[src/logic/cmc_pkg.sv]
/*
 * Shared constants and types for the core memory cycle control.
 * Assumes one 50 MHz clock; phase times are ns after the start.
 */
package cmc_pkg;

    // Clock rate and the full memory cycle
    localparam int CLK_MHZ = 50;
    localparam int CYCLE_NS = 4500;
    // Longest time, rounded down to whole cycles
    localparam int CYCLE_CYC = (CYCLE_NS * CLK_MHZ) / 1000;
    localparam int CNT_W = 8;

    // Phase windows, start inclusive, end exclusive
    localparam int RD_ON_NS = 200;
    localparam int RD_OFF_NS = 1200;
    localparam int STROBE_NS = 900;
    localparam int INH_ON_NS = 1500;
    localparam int WR_ON_NS = 1600;
    localparam int WR_OFF_NS = 2600;
    localparam int INH_OFF_NS = 2700;

    // Least times, rounded up to whole cycles
    localparam int RD_ON_CYC = (RD_ON_NS * CLK_MHZ + 999) / 1000;
    localparam int RD_OFF_CYC = (RD_OFF_NS * CLK_MHZ + 999) / 1000;
    localparam int STROBE_CYC = (STROBE_NS * CLK_MHZ + 999) / 1000;
    localparam int INH_ON_CYC = (INH_ON_NS * CLK_MHZ + 999) / 1000;
    localparam int WR_ON_CYC = (WR_ON_NS * CLK_MHZ + 999) / 1000;
    localparam int WR_OFF_CYC = (WR_OFF_NS * CLK_MHZ + 999) / 1000;
    localparam int INH_OFF_CYC = (INH_OFF_NS * CLK_MHZ + 999) / 1000;

    // Organisation of the store
    localparam int NUM_PLANES = 7;
    localparam int MAX_STACKS = 8;
    localparam int SEL_W = 8;
    localparam int LINES = SEL_W * SEL_W;

    // Output data idles as an all-zero character, high meaning zero
    localparam logic [NUM_PLANES-1:0] DATA_IDLE = 7'h7F;

    // Timing enables produced by the phase timer
    typedef struct packed {
        logic rd_drv;
        logic rd_div;
        logic strobe;
        logic wr_drv;
        logic wr_div;
        logic inhibit;
    } cmc_phase_t;

    localparam cmc_phase_t PHASE_NONE = 6'h00;

    // One-hot address groups from the processor
    typedef struct packed {
        logic [SEL_W-1:0] x_line;
        logic [SEL_W-1:0] x_bus;
        logic [SEL_W-1:0] y_line;
        logic [SEL_W-1:0] y_bus;
    } cmc_addr_t;

    localparam cmc_addr_t ADDR_NONE = 32'h0000_0000;

    // Phase timer states
    typedef enum logic [3:0] {
        CMC_IDLE = 4'b0001,
        CMC_READ = 4'b0010,
        CMC_WRITE = 4'b0100,
        CMC_TAIL = 4'b1000
    } cmc_state_t;

endpackage

[src/logic/cmc_phase_timer.sv]
/*
 * Phase timer: counts one memory cycle from an accepted start
 * and produces the registered timing enables.
 * Assumes the start strobe is a one-cycle pulse on the same clock.
 */
`timescale 1ns/1ps
module cmc_phase_timer #(
    parameter int CYCLE = cmc_pkg::CYCLE_CYC
) (
    input wire logic clk,
    input wire logic reset,
    input wire logic clk_en,
    input wire logic start,
    output logic busy,
    output cmc_pkg::cmc_phase_t phase,
    output cmc_pkg::cmc_state_t state
);

    localparam int W = cmc_pkg::CNT_W;

    logic [W-1:0] cnt_r; // Cycles since the start was taken
    logic busy_r; // Cycle in progress
    cmc_pkg::cmc_phase_t phase_r; // Registered enables
    cmc_pkg::cmc_state_t state_r; // Coarse phase
    cmc_pkg::cmc_state_t state_nxt;

    // Window test shared by every enable but the strobe
    function automatic logic in_win(input logic [W-1:0] c, input int on, input int off);
        in_win = (c >= W'(on)) && (c < W'(off));
    endfunction

    // Count through the cycle; starts while busy are dropped here [RULE_20]
    always_ff @(posedge clk or posedge reset) begin
        if (reset) begin
            cnt_r <= '0;
            busy_r <= 1'b0;
        end else if (clk_en) begin
            if (!busy_r && start) begin // [RULE_07] [RULE_19]
                cnt_r <= '0;
                busy_r <= 1'b1;
            end else if (busy_r) begin
                // Cycle ends in exactly CYCLE clocks [RULE_01]
                if (cnt_r == W'(CYCLE - 1)) begin
                    busy_r <= 1'b0;
                    cnt_r <= '0;
                end else begin
                    cnt_r <= cnt_r + 1'b1;
                end
            end
        end
    end

    // Enables decoded from the count, one clock behind it [RULE_17] [RULE_18]
    always_ff @(posedge clk or posedge reset) begin
        if (reset) begin
            phase_r <= cmc_pkg::PHASE_NONE;
        end else if (clk_en) begin
            phase_r.rd_drv <= busy_r && in_win(cnt_r, cmc_pkg::RD_ON_CYC, cmc_pkg::RD_OFF_CYC);
            phase_r.rd_div <= busy_r && in_win(cnt_r, cmc_pkg::RD_ON_CYC, cmc_pkg::RD_OFF_CYC);
            phase_r.strobe <= busy_r && (cnt_r == W'(cmc_pkg::STROBE_CYC));
            phase_r.wr_drv <= busy_r && in_win(cnt_r, cmc_pkg::WR_ON_CYC, cmc_pkg::WR_OFF_CYC);
            phase_r.wr_div <= busy_r && in_win(cnt_r, cmc_pkg::WR_ON_CYC, cmc_pkg::WR_OFF_CYC);
            phase_r.inhibit <= busy_r
                && in_win(cnt_r, cmc_pkg::INH_ON_CYC, cmc_pkg::INH_OFF_CYC);
        end
    end

    // Coarse phase for observation
    always_comb begin
        state_nxt = state_r;
        case (state_r)
            cmc_pkg::CMC_IDLE: begin
                if (start) begin
                    state_nxt = cmc_pkg::CMC_READ;
                end
            end
            cmc_pkg::CMC_READ: begin
                if (cnt_r == W'(cmc_pkg::INH_ON_CYC - 1)) begin
                    state_nxt = cmc_pkg::CMC_WRITE;
                end
            end
            cmc_pkg::CMC_WRITE: begin
                if (cnt_r == W'(cmc_pkg::INH_OFF_CYC - 1)) begin
                    state_nxt = cmc_pkg::CMC_TAIL;
                end
            end
            cmc_pkg::CMC_TAIL: begin
                if (cnt_r == W'(CYCLE - 1)) begin
                    state_nxt = cmc_pkg::CMC_IDLE;
                end
            end
            default: begin
                state_nxt = cmc_pkg::CMC_IDLE;
            end
        endcase
    end

    // State register
    always_ff @(posedge clk or posedge reset) begin
        if (reset) begin
            state_r <= cmc_pkg::CMC_IDLE;
        end else if (clk_en) begin
            state_r <= state_nxt;
        end
    end

    assign busy = busy_r;
    assign phase = phase_r;
    assign state = state_r;

endmodule

[src/logic/cmc_core_memory.sv]
/*
 * Cycle control and processor interface of a coincident-current core
 * store of seven-bit characters: holds the cycle's address, stack and type,
 * sequences the timing enables,
 * and returns the strobed read data.
 * Assumes processor signals share the clock;
 * preamp outputs are analog, so synchronised.
 */
// Operation
// (RULE_01) One cycle every 4.5 us, complete within it
// (RULE_02) Read enable picks read/restore, else clear/write
// (RULE_03) Clear phase reads cores without any strobe
// (RULE_04) Clear/write stores new data at same location
// (RULE_05) Read enable with timing pulse forms strobe
// (RULE_06) Read/restore writes data back to same location
// (RULE_07) Active-low start pulse launches internal timing
// (RULE_08) Drive generators run only with unit enable
// (RULE_09) One stack select drives its diverters, inhibits
// (RULE_10) Four one-hot groups choose X and Y lines
// (RULE_11) Write data high means store a zero
// (RULE_12) Output data high means a zero bit
// (RULE_13) Zero data bits fire selected stack inhibit
// (RULE_14) Capacity grows in 4096-character stack steps
// (RULE_15) Seven planes per stack, one core each
// (RULE_16) Sense is OR of selected stack preamplifiers
// (RULE_17) Internal timing sequences phases and read data
// (RULE_18) Enables: read drive, diverters, strobe, write, inhibit
// (RULE_19) Counter timing; inputs held in registers all cycle (write data and unit enable are used unregistered)
// (RULE_20) Start pulse during a cycle is ignored
`timescale 1ns/1ps
module cmc_core_memory #(
    parameter int NUM_STACKS = cmc_pkg::MAX_STACKS, // Fitted stacks, 4096 characters each
    parameter int NUM_PLANES = cmc_pkg::NUM_PLANES
) (
    input wire logic clk,
    input wire logic reset,
    input wire logic clk_en,
    input wire logic cycle_start_pulse_n,
    input wire logic unit_enable_in,
    input wire logic read_enable_in,
    input wire logic [cmc_pkg::MAX_STACKS-1:0] stack_select,
    input wire logic [cmc_pkg::SEL_W-1:0] x_line_select,
    input wire logic [cmc_pkg::SEL_W-1:0] x_bus_select,
    input wire logic [cmc_pkg::SEL_W-1:0] y_line_select,
    input wire logic [cmc_pkg::SEL_W-1:0] y_bus_select,
    input wire logic [NUM_PLANES-1:0] write_data_in,
    input wire logic [cmc_pkg::MAX_STACKS*NUM_PLANES-1:0] sense_preamp_in,
    output logic [NUM_PLANES-1:0] read_data_out,
    output logic strobe_out,
    output logic cycle_busy,
    output logic read_driver_enable,
    output logic write_driver_enable,
    output logic [cmc_pkg::MAX_STACKS-1:0] read_diverter_enable,
    output logic [cmc_pkg::MAX_STACKS-1:0] write_diverter_enable,
    output logic [cmc_pkg::MAX_STACKS*NUM_PLANES-1:0] inhibit_drive,
    output logic [cmc_pkg::LINES-1:0] x_drive_line,
    output logic [cmc_pkg::LINES-1:0] y_drive_line
);

    localparam int NS = cmc_pkg::MAX_STACKS;
    localparam int SW = cmc_pkg::SEL_W;
    localparam int NL = cmc_pkg::LINES;
    localparam int NB = NS * NUM_PLANES;

    logic start_prev_r; // Start pin one clock ago, for the falling edge
    logic start_edge; // Falling edge of the start pin
    logic start_take; // Start accepted by an idle memory
    logic busy; // Cycle in progress from the timer
    cmc_pkg::cmc_phase_t phase; // Timing enables from the timer
    cmc_pkg::cmc_state_t tstate; // Coarse phase, for debug only
    cmc_pkg::cmc_addr_t addr_in; // Address groups as a bundle
    cmc_pkg::cmc_addr_t addr_r; // Address held for the cycle
    logic [NS-1:0] stack_r; // Stack held for the cycle, fitted only
    logic read_cycle_r; // Cycle type held for the cycle
    logic addr_ok_r; // Address groups were one-hot
    logic [NB-1:0] sense_s1_r; // Preamp synchroniser, first stage
    logic [NB-1:0] sense_s2_r; // Preamp synchroniser, second stage
    logic [NUM_PLANES-1:0] sensed; // Ones read from the selected stack
    logic [NB-1:0] stack_bits; // Stack select spread over the planes
    logic [NL-1:0] x_sel; // Decoded X drive line
    logic [NL-1:0] y_sel; // Decoded Y drive line
    logic [NUM_PLANES-1:0] data_r; // Read data register
    logic strobe_r;
    logic busy_r;
    logic rd_drv_r;
    logic wr_drv_r;
    logic [NS-1:0] rd_div_r;
    logic [NS-1:0] wr_div_r;
    logic [NB-1:0] inh_r;
    logic [NL-1:0] x_drv_r;
    logic [NL-1:0] y_drv_r;

    // Exactly one line of a group is high
    function automatic logic one_hot(input logic [SW-1:0] v);
        one_hot = (v != '0) && ((v & (v - 1'b1)) == '0);
    endfunction

    // Stacks actually fitted; selects of empty slots drive nothing
    function automatic logic [NS-1:0] fitted(input int n);
        logic [NS-1:0] m;
        m = '0;
        for (int i = 0; i < NS; i++) begin
            if (i < n) begin
                m[i] = 1'b1;
            end
        end
        fitted = m;
    endfunction

    assign addr_in = '{x_line: x_line_select, x_bus: x_bus_select,
                       y_line: y_line_select, y_bus: y_bus_select};

    // Start is active low; a held-low pin starts only once [RULE_07]
    assign start_edge = start_prev_r && !cycle_start_pulse_n;
    assign start_take = start_edge && !busy; // [RULE_20]

    // Edge detector on the start pin
    always_ff @(posedge clk or posedge reset) begin
        if (reset) begin
            start_prev_r <= 1'b1;
        end else if (clk_en) begin
            start_prev_r <= cycle_start_pulse_n;
        end
    end

    // Phase counter and enable decoding
    cmc_phase_timer #(
        .CYCLE(cmc_pkg::CYCLE_CYC)
    ) u_timer (
        .clk(clk),
        .reset(reset),
        .clk_en(clk_en),
        .start(start_take),
        .busy(busy),
        .phase(phase),
        .state(tstate)
    );

    // Capture address, stack and cycle type on the accepted start only
    always_ff @(posedge clk or posedge reset) begin
        if (reset) begin
            addr_r <= cmc_pkg::ADDR_NONE;
            stack_r <= '0;
            read_cycle_r <= 1'b0;
            addr_ok_r <= 1'b0;
        end else if (clk_en && start_take) begin // [RULE_19]
            addr_r <= addr_in; // [RULE_10]
            // Non-one-hot stack select leaves every stack idle [RULE_09] [RULE_14]
            stack_r <= one_hot(stack_select) ? (stack_select & fitted(NUM_STACKS)) : '0;
            read_cycle_r <= read_enable_in; // [RULE_02]
            addr_ok_r <= one_hot(x_line_select) && one_hot(x_bus_select)
                && one_hot(y_line_select) && one_hot(y_bus_select);
        end
    end

    // Bus-by-line matrix: line index is bus times eight plus line [RULE_10]
    generate
        for (genvar b = 0; b < SW; b++) begin : g_bus
            for (genvar l = 0; l < SW; l++) begin : g_line
                assign x_sel[b*SW+l] = addr_r.x_bus[b] && addr_r.x_line[l];
                assign y_sel[b*SW+l] = addr_r.y_bus[b] && addr_r.y_line[l];
            end
        end
    endgenerate

    // Preamps arrive from analog circuits, so two flops first
    always_ff @(posedge clk or posedge reset) begin
        if (reset) begin
            sense_s1_r <= '0;
            sense_s2_r <= '0;
        end else if (clk_en) begin
            sense_s1_r <= sense_preamp_in;
            sense_s2_r <= sense_s1_r;
        end
    end

    // Each plane senses the OR over stacks, gated to the selected one [RULE_16] [RULE_15]
    generate
        for (genvar s = 0; s < NS; s++) begin : g_stk
            assign stack_bits[s*NUM_PLANES +: NUM_PLANES] = {NUM_PLANES{stack_r[s]}};
        end
        for (genvar p = 0; p < NUM_PLANES; p++) begin : g_plane
            logic [NS-1:0] per_stack;
            for (genvar s = 0; s < NS; s++) begin : g_or
                assign per_stack[s] = sense_s2_r[s*NUM_PLANES+p] && stack_r[s];
            end
            assign sensed[p] = |per_stack;
        end
    endgenerate

    // Strobe only in a read/restore cycle; clear phase output is lost [RULE_05] [RULE_03]
    always_ff @(posedge clk or posedge reset) begin
        if (reset) begin
            strobe_r <= 1'b0;
            data_r <= cmc_pkg::DATA_IDLE;
        end else if (clk_en) begin
            strobe_r <= phase.strobe && read_cycle_r;
            if (phase.strobe && read_cycle_r) begin
                data_r <= ~sensed; // High means a zero was read [RULE_12]
            end
        end
    end

    // Current generators and matrix lines need unit enable [RULE_08]
    always_ff @(posedge clk or posedge reset) begin
        if (reset) begin
            rd_drv_r <= 1'b0;
            wr_drv_r <= 1'b0;
            x_drv_r <= '0;
            y_drv_r <= '0;
        end else if (clk_en) begin
            rd_drv_r <= phase.rd_drv && unit_enable_in && addr_ok_r && (stack_r != '0);
            wr_drv_r <= phase.wr_drv && unit_enable_in && addr_ok_r && (stack_r != '0);
            // Same location for read and write halves [RULE_04] [RULE_06]
            if ((phase.rd_drv || phase.wr_drv) && unit_enable_in && addr_ok_r
                && (stack_r != '0)) begin
                x_drv_r <= x_sel;
                y_drv_r <= y_sel;
            end else begin
                x_drv_r <= '0;
                y_drv_r <= '0;
            end
        end
    end

    // Diverters steered by the held stack select [RULE_09] [RULE_18]
    always_ff @(posedge clk or posedge reset) begin
        if (reset) begin
            rd_div_r <= '0;
            wr_div_r <= '0;
        end else if (clk_en) begin
            rd_div_r <= phase.rd_div ? stack_r : '0;
            wr_div_r <= phase.wr_div ? stack_r : '0;
        end
    end

    // Inhibit where the incoming bit is zero, i.e. the line is high [RULE_13] [RULE_11]
    always_ff @(posedge clk or posedge reset) begin
        if (reset) begin
            inh_r <= '0;
        end else if (clk_en) begin
            inh_r <= phase.inhibit ? (stack_bits & {NS{write_data_in}}) : '0;
        end
    end

    // Busy follows the timer, registered for the port
    always_ff @(posedge clk or posedge reset) begin
        if (reset) begin
            busy_r <= 1'b0;
        end else if (clk_en) begin
            busy_r <= busy;
        end
    end

    assign read_data_out = data_r;
    assign strobe_out = strobe_r;
    assign cycle_busy = busy_r;
    assign read_driver_enable = rd_drv_r;
    assign write_driver_enable = wr_drv_r;
    assign read_diverter_enable = rd_div_r;
    assign write_diverter_enable = wr_div_r;
    assign inhibit_drive = inh_r;
    assign x_drive_line = x_drv_r;
    assign y_drive_line = y_drv_r;

    // Checks

    localparam int A_CYC = 225; // Clocks per cycle at 50 MHz
    localparam int A_RW_GAP = 70; // Read diverter rise to write diverter rise

    logic [cmc_pkg::CNT_W-1:0] busy_len_r; // Length of the current busy run

    // Helper: counts busy clocks, restarts on a new run
    always_ff @(posedge clk or posedge reset) begin
        if (reset) begin
            busy_len_r <= '0;
        end else if (clk_en) begin
            if (busy && !busy_r) begin
                busy_len_r <= 8'h01;
            end else if (busy) begin
                busy_len_r <= busy_len_r + 1'b1;
            end
        end
    end
endmodule

[config.mk]
export PLATFORM = sky130hd
export DESIGN_NAME = cmc_core_memory
export DESIGN_NICKNAME = d
export VERILOG_FILES = /design/src/logic/cmc_pkg.sv /design/src/logic/cmc_phase_timer.sv /design/src/logic/cmc_core_memory.sv
export SDC_FILE = /design/constraint.sdc
export NUM_CORES = 1
export LEC_CHECK = 0
export BUFFER_PORTS_ARGS = -buffer_cell sky130_fd_sc_hd__buf_2
export CAP_MARGIN = 20
export CORE_ASPECT_RATIO = 1.75
export CORE_MARGIN = 2
export CORE_UTILIZATION = 30
export DETAILED_ROUTE_END_ITERATION = 16
export PLACE_DENSITY_LB_ADDON = 0.08
export RECOVER_POWER = 100
export SYNTH_ARGS = -nofsm -noshare
export SYNTH_HDL_FRONTEND = slang
export SYNTH_HIERARCHICAL = 1
export SYNTH_SLANG_ARGS = --single-unit
[constraint.sdc]
create_clock -name clk -period 38.3 [get_ports clk]
set_clock_uncertainty 0.1 [all_clocks]
set_input_delay 5.745 -clock clk [delete_from_list [all_inputs] [get_ports clk]]
set_output_delay 5.745 -clock clk [all_outputs]
set_load 0.02 [all_outputs]
==> impl_metrics.yaml, run 1 <==
routing:
  drt_iter0_markers: 550
  post_drt_via_cell_ratio: 4.80
  wl_per_cell_um: 21.5
  first_pass_iters: 4
  drc: 0
  vias: 11133
  drt.antenna.violating_nets: 0
  drt-total-wl_mm: 49.8
min_path:
  min_from: "addr_r[10]"
  hold_class: "flop to flop"
  hold_depth: 2
  hold_end: "addr_r[10]"
clocking:
  cts_setup_buffers: 0
  cts.sinks: 379
  clk_pin_slew_ps: 60
  numCtsBuffers: 39
  worstSkewPairLatency_ps: 550
  cts_root_buffer: "clkbuf_16"
  cts.path.max_buffers: 3
  cts-resized-gates: 0
  cts_hold_buf: 0
  htreeDepth: 2
  cts_tree: "yes"
sta:
  worst_pin_slew_ps: 9140
  rsz0062_at_grt: "false"
  relSlewSlack_pct: -509
  holdWs_ps: 377
  fmax_mhz: 57.3
  final_max_slew_viol_count: 806
  period_minus_slack_ps: 17450
  timing_hold_violations_final: 0
  min_period_over_period_pct: 45.6
  finalSetupTns_ps: 0
  setup_viol: 0
worst_setup_path:
  cp.arrival_ps: 15700
  worstReg2RegEnd: "stack_r[0]"
  path_cells: "clkbuf_1 -> clkinvlp_2 -> clkbuf_1"
  startpoint_type: "primary input"
  cpPeakStageDelay_ps: 6610
  worstSetupPathType: "primary input to async pin"
  reg2reg_slack_ps: 35180
  setup.worst_path.start: "reset"
  endpoint_kind: "async pin"
  crit_top_cell: "clkbuf_1"
  worstPathMaxFanout: 172
  reg2reg_from: "start_prev_r"
  reg2regPathDepth: 3
  cp.required_ps: 36550
  slowest_stage: "clkbuf_1"
final_layout:
  drive_gt1_share_pct: 17.4
  nets: 1743
  final_util_pct: 36.6
  syn_to_final_growth_pct: 21.0
yosys:
  syn_nets: 1444
  syn_inst: 1331
  syn_area_mm2: 0.0150
  synth.avg_cell_area_um2: 11.2
  ys_warn_count: 6
floorplanning:
  rows: 108
  coreArea_mm2: 0.0495
  ios: 320
  die_h_um: 299
  die_width_um: 173
  initial_core_util_pct: 30.2
  dieArea_mm2: 0.0517
run:
  timing.max_cap.violations: 8
place:
  place_hpwl_mm: 35.4
  placement.io_buffers: 319
  gp_congestion: 0.798
grt:
  grt_pass1_wl_mm: 74.8
  grt_pass1_vias: 11495
  track_usage_pct: 19.0
  antenna_found_initial: 11
  grt_overflow_total: 0
  grt_max_degree: 173
pwr:
  peakVddDrop_uv: 38.3
  power.density_mw_per_mm2: 50.2
  p_leak_nw: 7.59
run_status:
  violations: "capacitance limit, slew limit"
  status: "finished, violations left"
==> state kept, by name (all words and copies together), names as in the netlist, 8 cells and up <==
signal / count
x_drive_line: 64
write_diverter_enable: 8
inhibit_drive: 56
sense_s2_r: 56
y_drive_line: 64
u_timer/cnt_r: 8
read_diverter_enable: 8
addr_r: 32
stack_r: 8
sense_s1_r: 56
==> worst max path at each step <==
| stage | to | depth (start not counted) |
|---|---|---|
| after floorplan | addr_ok_r | 1 |
| after global placement | u_timer/cnt_r[5] | 6 |
| after detailed placement | u_timer/cnt_r[5] | 6 |
| after CTS | u_timer/cnt_r[5] | 6 |
| after global routing | y_drive_line[28] | 3 |
| final | y_drive_line[49] | 3 |
==> power by group <==
| group | internal [mW] | total [mW] | switching (mW) |
|---|---|---|---|
| Clock | 0.208 | 0.372 | 0.164 |
| Sequential | 0.430 | 0.455 | 0.0249 |
| Combinational | 0.0338 | 0.0823 | 0.0485 |
| Total | 0.672 | 0.909 | 0.238 |
==> worst max-delay path, delay by kind of cell <==
family	cells	cell delay, ps
buffers and inverters	3	9700
==> area by class of cell <==
| class | instances | area, µm² |
|---|---|---|
| inverters | 216 | 812 |
| diodes | 1 | 2.50 |
| repair buffers | 327 | 1360 |
| fillers | 5203 | 31400 |
| multi-input cells | 667 | 4400 |
| clock inverters | 10 | 90.1 |
| clock buffers | 60 | 1110 |
| flip-flops and latches | 379 | 9490 |
| well taps | 660 | 826 |
==> metal layers <==
metal / share of wire, % / GRT usage [%] / vias up
met4: 4.4 / 7.81 / 10
li1: - / - / 5169
met3: 4.9 / 3.86 / 97
met2: 52 / 34.2 / 313
met5: 0.14 / 0 / -
met1: 38 / 22.0 / 5544
==> per-stage QoR <==
step	std cells	setup slack (ps)	power, mW	cell area [µm²]
after floorplan	1331	22310	0.512	15000
after global placement	2247	29650	0.543	17200
after detailed placement	2247	29640	0.545	17200
after CTS	2317	30210	0.922	18400
after global routing	2320	18260	0.952	18100
final	2320	20850	0.909	18100
==> cell usage in the layout, fill, tap and decap left out, drive strengths merged, types with 13 or more instances in the layout <==
cell type  count
nand3         20
a22oi         30
nor2          21
clkbuf       280
dfrtp        371
nand4         13
o21ai         42
o22ai        191
inv          218
mux2         114
nand2        162
buf          107
(Power assumes the default switching activity.)
==> run 2, diff against run 1 <==
Settings changed: ABC_AREA set to 1.
Clock period 38.3 ns to 15.5 ns, I/O delays scaled along.
==> impl_metrics.yaml, run 2 <==
pwr:
  p_sw_mw: 0.707
  swShare_pct: 29.3
  p_leak_nw: 8.88
  power.density_mw_per_mm2: 129
  finalPower_mw: 2.41
  seqPwrFrac_pct: 49.8
  power_frac_clock_pct: 39.7
  peakVddDrop_uv: 79.4
  intPower_mw: 1.71
  combPwrFrac_pct: 10.5
floorplanning:
  die_h_um: 312
  dieArea_mm2: 0.0561
  initial_core_util_pct: 30.4
  rows: 112
  die_width_um: 180
  coreArea_mm2: 0.0534
  ios: 320
worst_setup_path:
  worstReg2RegEnd: "addr_r[0]"
  reg2regPathDepth: 6
  worstSetupPathType: "primary input to flop"
  cp.arrival_ps: 9410
  reg2reg_from: "u_timer/busy"
  endpoint_kind: "flop"
  reg2reg_slack_ps: 11090
  setup.worst_path.start: "clk_en"
  cp.required_ps: 15840
  worstPathMaxFanout: 142
  startpoint_type: "primary input"
  crit_path_end: "x_drive_line[47]"
yosys:
  ys_warn_count: 6
  syn_nets: 1940
  synth.avg_cell_area_um2: 8.88
  syn_area_mm2: 0.0162
  syn_inst: 1827
min_path:
  hold_class: "flop to flop"
  min_from: "sense_s1_r[26]"
sta:
  timing_hold_violations_final: 0
  final_max_slew_viol_count: 599
  worst_slack_ps: 6430
  finalSetupTns_ps: 0
  setup_viol: 0
  period_minus_slack_ps: 9070
  min_period_over_period_pct: 58.5
  relSlewSlack_pct: -172
  rsz0062_at_grt: "false"
  worst_pin_slew_ps: 4060
  fmax_mhz: 110
final_layout:
  final_common_cell: "nand2_1"
  drive_gt1_share_pct: 9.62
  nets: 2216
  syn_to_final_growth_pct: 15.7
  fin_cells: 2817
  final_cell_mix: "nand2_1 (794), dfrtp_1 (371), o21ai_0 (295), clkbuf_1 (228), buf_2 (106)"
routing:
  drt-total-wl_mm: 51.9
  first_pass_iters: 5
  drt.antenna.violating_nets: 0
  drt_iter0_markers: 712
  wl_per_cell_um: 18.4
  drc: 0
  post_drt_via_cell_ratio: 4.59
  vias: 12919
clocking:
  htreeDepth: 2
  cts-resized-gates: 0
  cts.sinks: 379
  cts_root_buffer: "clkbuf_16"
  cts_hold_buf: 0
  cts.path.max_buffers: 3
  worstSkewPairLatency_ps: 530
  cts_setup_buffers: 0
  clk_pin_slew_ps: 60
  numCtsBuffers: 40
  cts_tree: "yes"
run:
  timing.max_cap.violations: 9
grt:
  grt_overflow_total: 0
  grt_max_degree: 157
  antenna_found_initial: 5
  grt_pass1_wl_mm: 79.9
  grt_pass1_vias: 13155
  track_usage_pct: 18.2
run_status:
  violations: "capacitance limit, slew limit"
  status: "finished, violations left"
place:
  pre_cts_slack_ps: 10170
  placed_cells: 2744
  placement.io_buffers: 319
  place_hpwl_mm: 35.7
  gp_congestion: 0.803
## run 2: cell types whose count changed in the layout (fill, tap and decap cells not counted), moves of 8 or more
cell / previous run / this run
inv_1: 215 / 103
nand2_1: 162 / 794
a22oi_1: 30 / 0
o21ai_0: 42 / 295
a22o_1: 8 / 0
mux2_2: 114 / 0
a221oi_1: 0 / 8
o22ai_1: 191 / 13
nor2_1: 20 / 61
## run 2: layer usage
layer  GRT usage, %  up-vias  wire length (µm)
met1           21.6     6171             20800
li1               -     6330                 -
met4           6.60        8              1960
met3           3.19       94              2510
met5              0        -                55
met2           32.8      316             26600
## run 2: cell type report
cell class	instances	area, µm²
fillers	5806	34600
flip-flops and latches	379	9490
multi-input cells	1241	5310
repair buffers	330	1400
clock buffers	59	1200
well taps	684	856
inverters	111	427
clock inverters	12	95.1
diodes	1	2.50
## run 2: critical path, cell delays in order
cell	delay, ps
clkbuf_1	610
inv_8	830
clkbuf_1	2520
clkbuf_1	2620
nand2_1	160
o21ai_0	220
## run 2: metrics by stage
step	hold slack [ps]	utilization, %	area, µm²
after detailed placement	359	34.0	18200
after global placement	355	34.0	18200
after global routing	393	35.2	18800
final	370	35.2	18800
after CTS	375	36.4	19500
after floorplan	342	-	16200
## run 2: power by group through the flow
stage	clock (mW)	combinational, mW	sequential [mW]
floorplan	0	0.242	1.13
global placement	0	0.268	1.22
detailed placement	0	0.271	1.23
CTS	0.992	0.272	1.21
global route	1.03	0.299	1.22
finish	0.959	0.252	1.20
## run 2: worst min-delay path by stage
stage / depth (start not counted) / slack (ps) / end
finish: 2 / 370 / sense_s1_r[26]
global route: 2 / 390 / sense_s1_r[26]
CTS: 2 / 370 / sense_s1_r[0]
detailed placement: 2 / 360 / sense_s2_r[21]
global placement: 2 / 360 / sense_s2_r[21]
floorplan: 2 / 340 / sense_s2_r[43]
